`config.mk`:
```
export PLATFORM = sky130hd
export DESIGN_NAME = sfp_cmd
export DESIGN_NICKNAME = d
export VERILOG_FILES = /design/src/design/sfp_attr_cmp.v /design/src/design/sfp_cmd.v
export VERILOG_INCLUDE_DIRS = /design/src /design/src/design
export SDC_FILE = /design/constraint.sdc
export NUM_CORES = 1
export LEC_CHECK = 0
export BUFFER_PORTS_ARGS = -buffer_cell sky130_fd_sc_hd__clkbuf_2
export CAP_MARGIN = 20
export CORE_AREA = 4 4 214 216
export CTS_BUF_LIST = sky130_fd_sc_hd__clkbuf_4 sky130_fd_sc_hd__clkbuf_8
export CTS_CLUSTER_DIAMETER = 150
export DETAILED_ROUTE_END_ITERATION = 10
export DIE_AREA = 0 0 218 220
export GPL_ROUTABILITY_DRIVEN = 0
export HOLD_SLACK_MARGIN = 0.1
export PLACE_DENSITY = 0.53
export SYNTH_ARGS = -nofsm -noshare
export SYNTH_HDL_FRONTEND = slang
export SYNTH_HIERARCHICAL = 1
export SYNTH_SLANG_ARGS = --single-unit
```
`constraint.sdc`:
```
create_clock -name clock_i -period 2.65 [get_ports clock_i]
set_clock_uncertainty 0.15 [all_clocks]
set_input_delay 0.265 -clock clock_i [delete_from_list [all_inputs] [get_ports clock_i]]
set_output_delay 0.265 -clock clock_i [all_outputs]
set_load 0.01 [all_outputs]
```
`src/design/sfp_defines.vh`:
```
// Purpose: shared constants for the failure-prediction command block
// Assumes: task-file byte addresses as the host sees them
// Notes: timing counts are cycles of the 250 MHz controller clock
`ifndef SFP_DEFINES_VH
`define SFP_DEFINES_VH
// task-file addresses
`define SFP_ADDR_FEAT 10'h1f1
`define SFP_ADDR_SCNT 10'h1f2
`define SFP_ADDR_SNUM 10'h1f3
`define SFP_ADDR_CYLL 10'h1f4
`define SFP_ADDR_CYLH 10'h1f5
`define SFP_ADDR_DHS 10'h1f6
`define SFP_ADDR_CMD 10'h1f7
// command and subcommand codes
`define SFP_CMD_SMART 8'hb0
`define SFP_SUB_RD_ATTR 8'hd0
`define SFP_SUB_RD_THR 8'hd1
`define SFP_SUB_AUTOSAVE 8'hd2
`define SFP_SUB_SAVE 8'hd3
`define SFP_SUB_ENABLE 8'hd8
`define SFP_SUB_DISABLE 8'hd9
`define SFP_SUB_STATUS 8'hda
// keys and verdicts
`define SFP_KEY_LOW 8'h4f
`define SFP_KEY_HIGH 8'hc2
`define SFP_FAIL_LOW 8'hf4
`define SFP_FAIL_HIGH 8'h2c
// status bits and fault code
`define SFP_ST_BUSY 7
`define SFP_ST_READY 6
`define SFP_ST_DRQ 3
`define SFP_ST_ERR 0
`define SFP_ST_IDLE 8'h40
`define SFP_FAULT_ABORT 8'h04
// data block size in bytes
`define SFP_BLOCK_BYTES 10'h200
// per-attribute comparison, in one module
`define SFP_ATTR_COUNT 30
`endif

```
`src/design/sfp_attr_cmp.v`:
```
// Purpose: compare each attribute value against its threshold
// Assumes: attributes packed 8 bits each, slot 0 in the low byte
// Notes: a zero threshold marks an unused slot and never trips
`timescale 1ns/100ps
module sfp_attr_cmp #(
	parameter N = 30
) (
	input wire [8*N-1:0] value_i, // current normalised values
	input wire [8*N-1:0] thresh_i, // failure thresholds
	output wire crossed_o // any value at or below a nonzero threshold
);
	wire [N-1:0] hit;
	genvar g;
	// a value not above its nonzero threshold counts as crossed
	generate
		for (g = 0; g < N; g = g + 1) begin : slot
			assign hit[g] = (thresh_i[8*g+7:8*g] != 8'h00) &&
				(value_i[8*g+7:8*g] <= thresh_i[8*g+7:8*g]);
		end
	endgenerate
	assign crossed_o = |hit;
endmodule

```
`src/design/sfp_cmd.v`:
```
// Purpose: failure-prediction command handling behind the task file
// Assumes: host strobes are one cycle wide and synchronous to clock_i
// Notes: medium and nonvolatile store are reached through handshakes
// Notes: the settings pair {autosave, prediction} lives outside this block;
// Notes: it is read back once after every reset release, so a reset acts as
// Notes: a power cycle as far as the two persistent settings are concerned
// Notes: busy drops no later than the data phase of a block read begins; drq marks
// Notes: the phase, so the host can poll status while bytes are offered
`timescale 1ns/100ps
`include "sfp_defines.vh"
module sfp_cmd #(
	parameter N_ATTR = `SFP_ATTR_COUNT,
	parameter BLOCK_BYTES = 512
) (
	input wire clock_i, // 250 MHz controller clock
	input wire arst_n_i, // async reset, active low
	input wire [9:0] addr_i, // task-file address
	input wire wr_i, // host write strobe
	input wire rd_i, // host read strobe
	input wire [7:0] wdata_i, // host write data
	output reg [7:0] rdata_o, // read data, valid cycle after rd_i
	output reg irq_o, // completion interrupt, cleared by status read
	output reg data_valid_o, // data byte ready for host
	output reg [7:0] data_o, // data byte to host
	input wire data_ack_i, // host took the data byte
	output reg save_req_o, // request attribute save to medium
	input wire save_done_i, // medium save finished
	output reg nv_wr_o, // request nonvolatile write
	output reg [1:0] nv_data_o, // {autosave, prediction}
	input wire nv_done_i, // nonvolatile write finished
	input wire [1:0] nv_load_i, // stored settings, read at release
	output reg blk_rd_o, // request block byte fetch
	output reg blk_sel_o, // 0 values, 1 thresholds
	output reg [9:0] blk_idx_o, // byte index to fetch
	input wire [7:0] blk_byte_i, // fetched byte, valid with blk_rd_o
	input wire [8*N_ATTR-1:0] attr_val_i, // current attribute values
	input wire [8*N_ATTR-1:0] attr_thr_i, // thresholds
	input wire pm_enter_i, // pulse: power saving requested
	output reg pm_go_o, // pulse: power saving may proceed
	output reg pred_en_o, // prediction currently enabled
	output reg autosave_o // autosave currently enabled
);
	localparam S_IDLE = 8'h01;
	localparam S_SAVE = 8'h02;
	localparam S_NV = 8'h04;
	localparam S_FETCH = 8'h08;
	localparam S_XFER = 8'h10;
	localparam S_CMP = 8'h20;
	localparam S_DONE = 8'h40;
	localparam S_PMSAVE = 8'h80;
	// last byte index, cut to the index width on purpose
	localparam [31:0] LAST_FULL = BLOCK_BYTES - 1;
	localparam [9:0] LAST_IDX = LAST_FULL[9:0];

	// sequencer state, one-hot
	// idle waits for a command or a power-save request; save waits on the
	// medium; nv waits on the settings store; fetch and xfer move one block
	// byte each round; cmp writes the verdict; done ends every command and
	// raises the interrupt; pmsave is the automatic save before power saving
	reg [7:0] state;
	reg [7:0] features_subcommand;
	reg [7:0] sector_count_operand;
	reg [7:0] sector_number_reg;
	reg [7:0] cylinder_low_key;
	reg [7:0] cylinder_high_key;
	reg [7:0] drive_head_select;
	reg [7:0] fault_code;
	reg busy_flag;
	reg err_flag;
	reg drq_flag;
	// subcommand latched at command time, so later host writes cannot steer
	// a command already running
	reg [7:0] sub;
	// settings load pending after reset release
	reg loaded;
	wire crossed;
	wire cmd_wr;
	wire keys_ok;

	// any attribute at or below a nonzero threshold trips the verdict; the compare
	// is combinational and only consumed in the cmp state
	sfp_attr_cmp #(
		.N(N_ATTR)
	) u_cmp (
		.value_i(attr_val_i),
		.thresh_i(attr_thr_i),
		.crossed_o(crossed)
	);

	// command write decode and key test; keys are checked on every subcommand,
	// the enable one included, so a stray write cannot turn prediction on
	assign cmd_wr = wr_i && (addr_i == `SFP_ADDR_CMD);
	assign keys_ok = (cylinder_low_key == `SFP_KEY_LOW) && (cylinder_high_key == `SFP_KEY_HIGH);

	// read mux; condition flags assembled from live bits
	always @(posedge clock_i or negedge arst_n_i) begin
		if (!arst_n_i) begin
			rdata_o <= 8'h00;
		end else if (rd_i) begin
			case (addr_i)
				`SFP_ADDR_FEAT: rdata_o <= fault_code;
				`SFP_ADDR_SCNT: rdata_o <= sector_count_operand;
				`SFP_ADDR_SNUM: rdata_o <= sector_number_reg;
				`SFP_ADDR_CYLL: rdata_o <= cylinder_low_key;
				`SFP_ADDR_CYLH: rdata_o <= cylinder_high_key;
				`SFP_ADDR_DHS: rdata_o <= drive_head_select;
				`SFP_ADDR_CMD: rdata_o <= {busy_flag, !busy_flag, 2'b00, drq_flag, 2'b00, err_flag};
				default: rdata_o <= 8'h00;
			endcase
		end
	end

	// task-file registers; host writes are ignored while busy
	// the cylinder pair doubles as key input and verdict output; the verdict
	// write has priority and can only happen while busy, so the two never meet
	always @(posedge clock_i or negedge arst_n_i) begin
		if (!arst_n_i) begin
			features_subcommand <= 8'h00;
			sector_count_operand <= 8'h00;
			sector_number_reg <= 8'h00;
			cylinder_low_key <= 8'h00;
			cylinder_high_key <= 8'h00;
			drive_head_select <= 8'h00;
		end else if (state == S_CMP) begin
			if (crossed) begin
				cylinder_low_key <= `SFP_FAIL_LOW;
				cylinder_high_key <= `SFP_FAIL_HIGH;
			end else begin
				cylinder_low_key <= `SFP_KEY_LOW;
				cylinder_high_key <= `SFP_KEY_HIGH;
			end
		end else if (wr_i && !busy_flag) begin
			case (addr_i)
				`SFP_ADDR_FEAT: features_subcommand <= wdata_i;
				`SFP_ADDR_SCNT: sector_count_operand <= wdata_i;
				`SFP_ADDR_SNUM: sector_number_reg <= wdata_i;
				`SFP_ADDR_CYLL: cylinder_low_key <= wdata_i;
				`SFP_ADDR_CYLH: cylinder_high_key <= wdata_i;
				`SFP_ADDR_DHS: drive_head_select <= wdata_i;
				default: ;
			endcase
		end
	end

	// command sequencer
	always @(posedge clock_i or negedge arst_n_i) begin
		if (!arst_n_i) begin
			state <= S_IDLE;
			sub <= 8'h00;
			busy_flag <= 1'b0;
			err_flag <= 1'b0;
			drq_flag <= 1'b0;
			fault_code <= 8'h00;
			irq_o <= 1'b0;
			save_req_o <= 1'b0;
			nv_wr_o <= 1'b0;
			nv_data_o <= 2'b00;
			blk_rd_o <= 1'b0;
			blk_sel_o <= 1'b0;
			blk_idx_o <= 10'h000;
			data_valid_o <= 1'b0;
			data_o <= 8'h00;
			pm_go_o <= 1'b0;
			pred_en_o <= 1'b0;
			autosave_o <= 1'b0;
			loaded <= 1'b0;
		end else begin
			// power-save grant is a single-cycle pulse
			pm_go_o <= 1'b0;
			// status read acknowledges the interrupt; a new completion wins
			if (rd_i && (addr_i == `SFP_ADDR_CMD) && state != S_DONE)
				irq_o <= 1'b0;
			// settings come back from nonvolatile store after release
			if (!loaded) begin
				loaded <= 1'b1;
				pred_en_o <= nv_load_i[0];
				autosave_o <= nv_load_i[1];
			end
			case (state)
				S_IDLE: begin
					if (cmd_wr && !busy_flag && wdata_i == `SFP_CMD_SMART) begin
						busy_flag <= 1'b1;
						err_flag <= 1'b0;
						fault_code <= 8'h00;
						sub <= features_subcommand;
						if (!keys_ok) begin
							state <= S_DONE;
							err_flag <= 1'b1;
							fault_code <= `SFP_FAULT_ABORT;
						end else if (!pred_en_o && features_subcommand != `SFP_SUB_ENABLE) begin
							state <= S_DONE;
							err_flag <= 1'b1;
							fault_code <= `SFP_FAULT_ABORT;
						end else begin
							case (features_subcommand)
								`SFP_SUB_RD_ATTR, `SFP_SUB_SAVE, `SFP_SUB_STATUS: begin
									save_req_o <= 1'b1;
									state <= S_SAVE;
								end
								`SFP_SUB_RD_THR: begin
									blk_sel_o <= 1'b1;
									blk_idx_o <= 10'h000;
									blk_rd_o <= 1'b1;
									state <= S_FETCH;
								end
								`SFP_SUB_AUTOSAVE: begin
									nv_data_o <= {sector_count_operand != 8'h00, pred_en_o};
									nv_wr_o <= 1'b1;
									state <= S_NV;
								end
								`SFP_SUB_ENABLE: begin
									nv_data_o <= {autosave_o, 1'b1};
									nv_wr_o <= 1'b1;
									state <= S_NV;
								end
								`SFP_SUB_DISABLE: begin
									nv_data_o <= {autosave_o, 1'b0};
									nv_wr_o <= 1'b1;
									state <= S_NV;
								end
								default: begin
									state <= S_DONE;
									err_flag <= 1'b1;
									fault_code <= `SFP_FAULT_ABORT;
								end
							endcase
						end
					end else if (pm_enter_i) begin
						// a power-save save is skipped with prediction off
						if (autosave_o && pred_en_o) begin
							save_req_o <= 1'b1;
							state <= S_PMSAVE;
						end else begin
							pm_go_o <= 1'b1;
						end
					end
				end
				// wait for the medium; status goes on to compare, a value read
				// goes on to the data phase, a plain save just finishes
				S_SAVE: begin
					if (save_done_i) begin
						save_req_o <= 1'b0;
						if (sub == `SFP_SUB_STATUS) begin
							state <= S_CMP;
						end else if (sub == `SFP_SUB_RD_ATTR) begin
							busy_flag <= 1'b0;
							blk_sel_o <= 1'b0;
							blk_idx_o <= 10'h000;
							blk_rd_o <= 1'b1;
							state <= S_FETCH;
						end else begin
							state <= S_DONE;
						end
					end
				end
				// the live settings change only once the store has accepted them,
				// so a reset during the write never leaves the two disagreeing
				S_NV: begin
					if (nv_done_i) begin
						nv_wr_o <= 1'b0;
						pred_en_o <= nv_data_o[0];
						autosave_o <= nv_data_o[1];
						state <= S_DONE;
					end
				end
				S_FETCH: begin
					// one-cycle fetch, byte presented until host ack
					blk_rd_o <= 1'b0;
					busy_flag <= 1'b0;
					drq_flag <= 1'b1;
					data_o <= blk_byte_i;
					data_valid_o <= 1'b1;
					state <= S_XFER;
				end
				// byte stands until acknowledged; no timeout, a silent host stalls
				// the block in the data phase until the next reset
				S_XFER: begin
					if (data_ack_i) begin
						data_valid_o <= 1'b0;
						if (blk_idx_o == LAST_IDX) begin
							drq_flag <= 1'b0;
							state <= S_DONE;
						end else begin
							blk_idx_o <= blk_idx_o + 10'h001;
							blk_rd_o <= 1'b1;
							state <= S_FETCH;
						end
					end
				end
				S_CMP: begin
					// verdict lands in the cylinder registers this cycle
					state <= S_DONE;
				end
				// automatic save ahead of power saving; busy stays low because no
				// host command is running
				S_PMSAVE: begin
					if (save_done_i) begin
						save_req_o <= 1'b0;
						pm_go_o <= 1'b1;
						state <= S_IDLE;
					end
				end
				// common exit: the interrupt rises; busy falls on the same edge unless a block read cleared it earlier
				S_DONE: begin
					busy_flag <= 1'b0;
					irq_o <= 1'b1;
					state <= S_IDLE;
				end
				default: state <= S_IDLE;
			endcase
		end
	end
endmodule

```
==> impl_metrics.yaml <==
die:
  row_count: 77
  core_region_area_um2: 43900
  floorplan.initialDensity: 0.273
  dieHeight_um: 220
  die_width_um: 218
  floorplan.die_area_um2: 48000
  boundaryPins: 553
cells_and_area:
  area_of_combinational_cells_with_multiple_inputs_um2: 8520
  largest_register_by_flop_count: "blk_idx_o"
  fin_area_um2: 16800
  final_net_count: 2821
  layout.area.seq_um2: 2630
  layoutNonFillerInstCount: 2678
  fillCellCount: 4594
  finish.utilization: 0.383
  post_route_cells_drive_above_1_share: 0.389
  area_growth_syn_to_layout_pct: 40.3
  largest_register_ff_count: 10
synthesis:
  postSynthAreaPerCell_um2: 8.47
  synthArstFlopShare: 1.00
  post-synth-top-count-cell: "sky130_fd_sc_hd__inv_1"
  synth-edff-count: 0
  ys_seq_area_frac: 0.219
  netlist_instances: 1415
  post_synth_instance_area_um2: 12000
  yosysTopAreaCell: "sky130_fd_sc_hd__ha_1"
  synthTopCellsByArea: "sky130_fd_sc_hd__ha_1, sky130_fd_sc_hd__dfrtp_1, sky130_fd_sc_hd__inv_1"
  synth_largest_type_area_fraction: 0.252
  synthFlopType: "sky130_fd_sc_hd__dfrtp_1"
  postSynthRegisterBits: 105
  ys.warnings.count: 6
  synthesized_net_count: 2172
  synth.cells.most_frequent: "sky130_fd_sc_hd__inv_1, sky130_fd_sc_hd__ha_1, sky130_fd_sc_hd__a21oi_1"
  netlist-cell-type-count: 76
clock_tree:
  clock_sinks: 105
  numCtsBuffers: 9
  tritoncts: "built"
  htree_num_levels: 3
  worst_setup_hold_path_clk_slew_ns: 0.11
  clk_root_buffer_cell: "sky130_fd_sc_hd__clkbuf_8"
  clk-insertion-delay-late_ns: 0.39
  clock_path_buffers: 2
critical_path:
  cp_data_required_time_ns: 2.82
  startpoint_type: "input port"
  critical_path_class: "in -> reg"
  critical_path.reg2reg.endpoint: "blk_idx_o[1]$_DFFE_PN0P_"
  regToRegStartpoint: "cylinder_high_key[3]$_DFFE_PN0P_"
  ff2ff_path_depth: 7
  critical_path.endpoint_type: "flip-flop"
  critical_path_arrival_ns: 2.69
  critPathMaxFanout: 6
  setup.reg_to_reg.worst_slack_ns: 0.19
routing:
  via_count: 12969
  wl_per_cell_um: 18.9
  number_of_drc_markers_in_iteration_0: 540
  drt_drc_violations_left: 0
  postRouteWirelength_um: 50500
  avgViaCountPerCell: 4.84
  detail_route.first_pass.iterations: 5
  antenna_left: 0
timing:
  tightest_slew_ns: 0.737
  whs_ns: 0.142
  slew_violations: 0
  fmaxAchievable_mhz: 397
  finalSetupViolations: 0
  rsz0062_at_grt: "no"
  hold_viol_final: 0
  layout_setup_ws_ns: 0.128
  fin_setup_tns_ns: 0
  final_period_minus_worst_setup_slack_ns: 2.52
  layout_worst_path_cycle_share: 0.952
  slew-limit-headroom: 0.504
pwr:
  vdd_drop_max_uv: 224
  total_power_mw: 4.65
  p_leak_nw: 8.98
  pwr_density_cell_nw_per_um2: 277
grt:
  grt_pass1_wl_um: 74300
  vias_in_the_first_global_route: 13389
  grt_antenna_before_repair: 23
  grt_start_max_net_pins: 64
  gr-total-overflow: 0
  track_usage: 0.199
min_path:
  min_to: "sector_count_operand[0]$_DFFE_PN0P_"
  min_delay_path_depth: 3
  min-delay-start: "wdata_i[0]"
  hold_path.class: "in -> reg"
job:
  maxCapViolations: 0
placement:
  post-place-cells: 2626
  placed_cell_area_um2: 16100
  placement.io_buffers: 552
  detailed_place_hpwl_um: 45100
  dp_slack_ns: -0.979
outcome:
  outcome: "finished, final reports clean"
[what timing repair did]
action / CTS / global route
setup buffers: 2 / 0
hold buffers: 17 / 0
hold endpoints to repair: 64 / 0
gates resized for setup: 9 / 47
pin swaps: 5 / 18
setup endpoints to repair: 12 / 12
[cell usage in the layout (no fill, tap or decap), types with 7 or more instances in the layout]
cell type and n:
sky130_fd_sc_hd__clkbuf_2 548, sky130_fd_sc_hd__inv_1 240, sky130_fd_sc_hd__ha_1 231, sky130_fd_sc_hd__a21oi_1 130, sky130_fd_sc_hd__dfrtp_1 104, sky130_fd_sc_hd__buf_4 93
sky130_fd_sc_hd__nand4_1 85, sky130_fd_sc_hd__nand2_1 61, sky130_fd_sc_hd__mux2_2 58, sky130_fd_sc_hd__nor2_1 51, sky130_fd_sc_hd__nor4_1 35, sky130_fd_sc_hd__o21ai_0 35
sky130_fd_sc_hd__nor2b_1 32, sky130_fd_sc_hd__o211ai_1 32, sky130_fd_sc_hd__o21a_1 22, sky130_fd_sc_hd__mux2i_1 21, sky130_fd_sc_hd__diode_2 17, sky130_fd_sc_hd__nand2b_1 17
sky130_fd_sc_hd__dlygate4sd3_1 17, sky130_fd_sc_hd__a22oi_1 16, sky130_fd_sc_hd__or4_1 16, sky130_fd_sc_hd__inv_2 16, sky130_fd_sc_hd__o22ai_1 13, sky130_fd_sc_hd__a21oi_2 12
sky130_fd_sc_hd__nor3_1 11, sky130_fd_sc_hd__o21ai_1 11, sky130_fd_sc_hd__nor3_2 10, sky130_fd_sc_hd__ha_4 10, sky130_fd_sc_hd__clkbuf_8 9, sky130_fd_sc_hd__nand3_1 8
sky130_fd_sc_hd__or2_1 7
[routing by layer]
metal,up-vias,track usage,wire (µm)
met5,-,0,13
met4,2,0.0817,1530
met3,77,0.0374,2920
met2,399,0.368,26200
met1,6027,0.225,19800
li1,6464,-,-
[kinds of logic after synthesis]
group / Yosys count / share of synthesized area
AOI/OAI and AO/OA: 318 / 0.172
xor gates and xnor gates: 5 / 0.00366
adders and majority gates: 241 / 0.252
buffers and inverters: 283 / 0.0911
DFF: 105 / 0.219
muxes: 82 / 0.0760
other: 1 / 0.000313
and+or+nand+nor: 380 / 0.186
[where the power goes]
part	leakage, nW	internal, mW	switching (mW)
logic	7.53	0.924	0.949
registers	1.33	1.65	0.0527
clock network	0.109	0.477	0.598
[layout make-up]
class                           count  area share
Sequential cell                   105       0.156
Antenna cell                       17     0.00253
Timing Repair Buffer              665       0.221
Clock buffer                       11     0.00826
Clock inverter                      5     0.00417
Inverter                          256      0.0572
Multi-Input combinational cell   1027       0.507
Tap cell                          592      0.0441
[worst max-delay path by stage]
stage	start	to	cells after the start
2_1_floorplan	attr_thr_i[107]	cylinder_high_key[1]$_DFFE_PN0P_	12
3_3_place_gp	attr_val_i[207]	cylinder_high_key[1]$_DFFE_PN0P_	12
3_5_place_dp	attr_val_i[207]	cylinder_high_key[7]$_DFFE_PN0P_	12
4_1_cts	attr_thr_i[38]	cylinder_high_key[6]$_DFFE_PN0P_	12
5_1_grt	attr_thr_i[181]	cylinder_low_key[4]$_DFFE_PN0P_	14
6_report	attr_thr_i[183]	cylinder_high_key[7]$_DFFE_PN0P_	13
[critical path: stages]
cell	delay, ns
sky130_fd_sc_hd__clkbuf_2	0.09
sky130_fd_sc_hd__inv_2	0.04
sky130_fd_sc_hd__ha_1	0.30
sky130_fd_sc_hd__nand4_1	0.17
sky130_fd_sc_hd__nand2b_4	0.19
sky130_fd_sc_hd__a21oi_2	0.12
sky130_fd_sc_hd__nor3_2	0.05
sky130_fd_sc_hd__a2111o_1	0.41
sky130_fd_sc_hd__nor4_4	0.43
sky130_fd_sc_hd__nand4_1	0.18
sky130_fd_sc_hd__buf_4	0.18
sky130_fd_sc_hd__and2_4	0.16
sky130_fd_sc_hd__a21oi_1	0.12
Note: power is estimated with default switching activity, not from simulation.
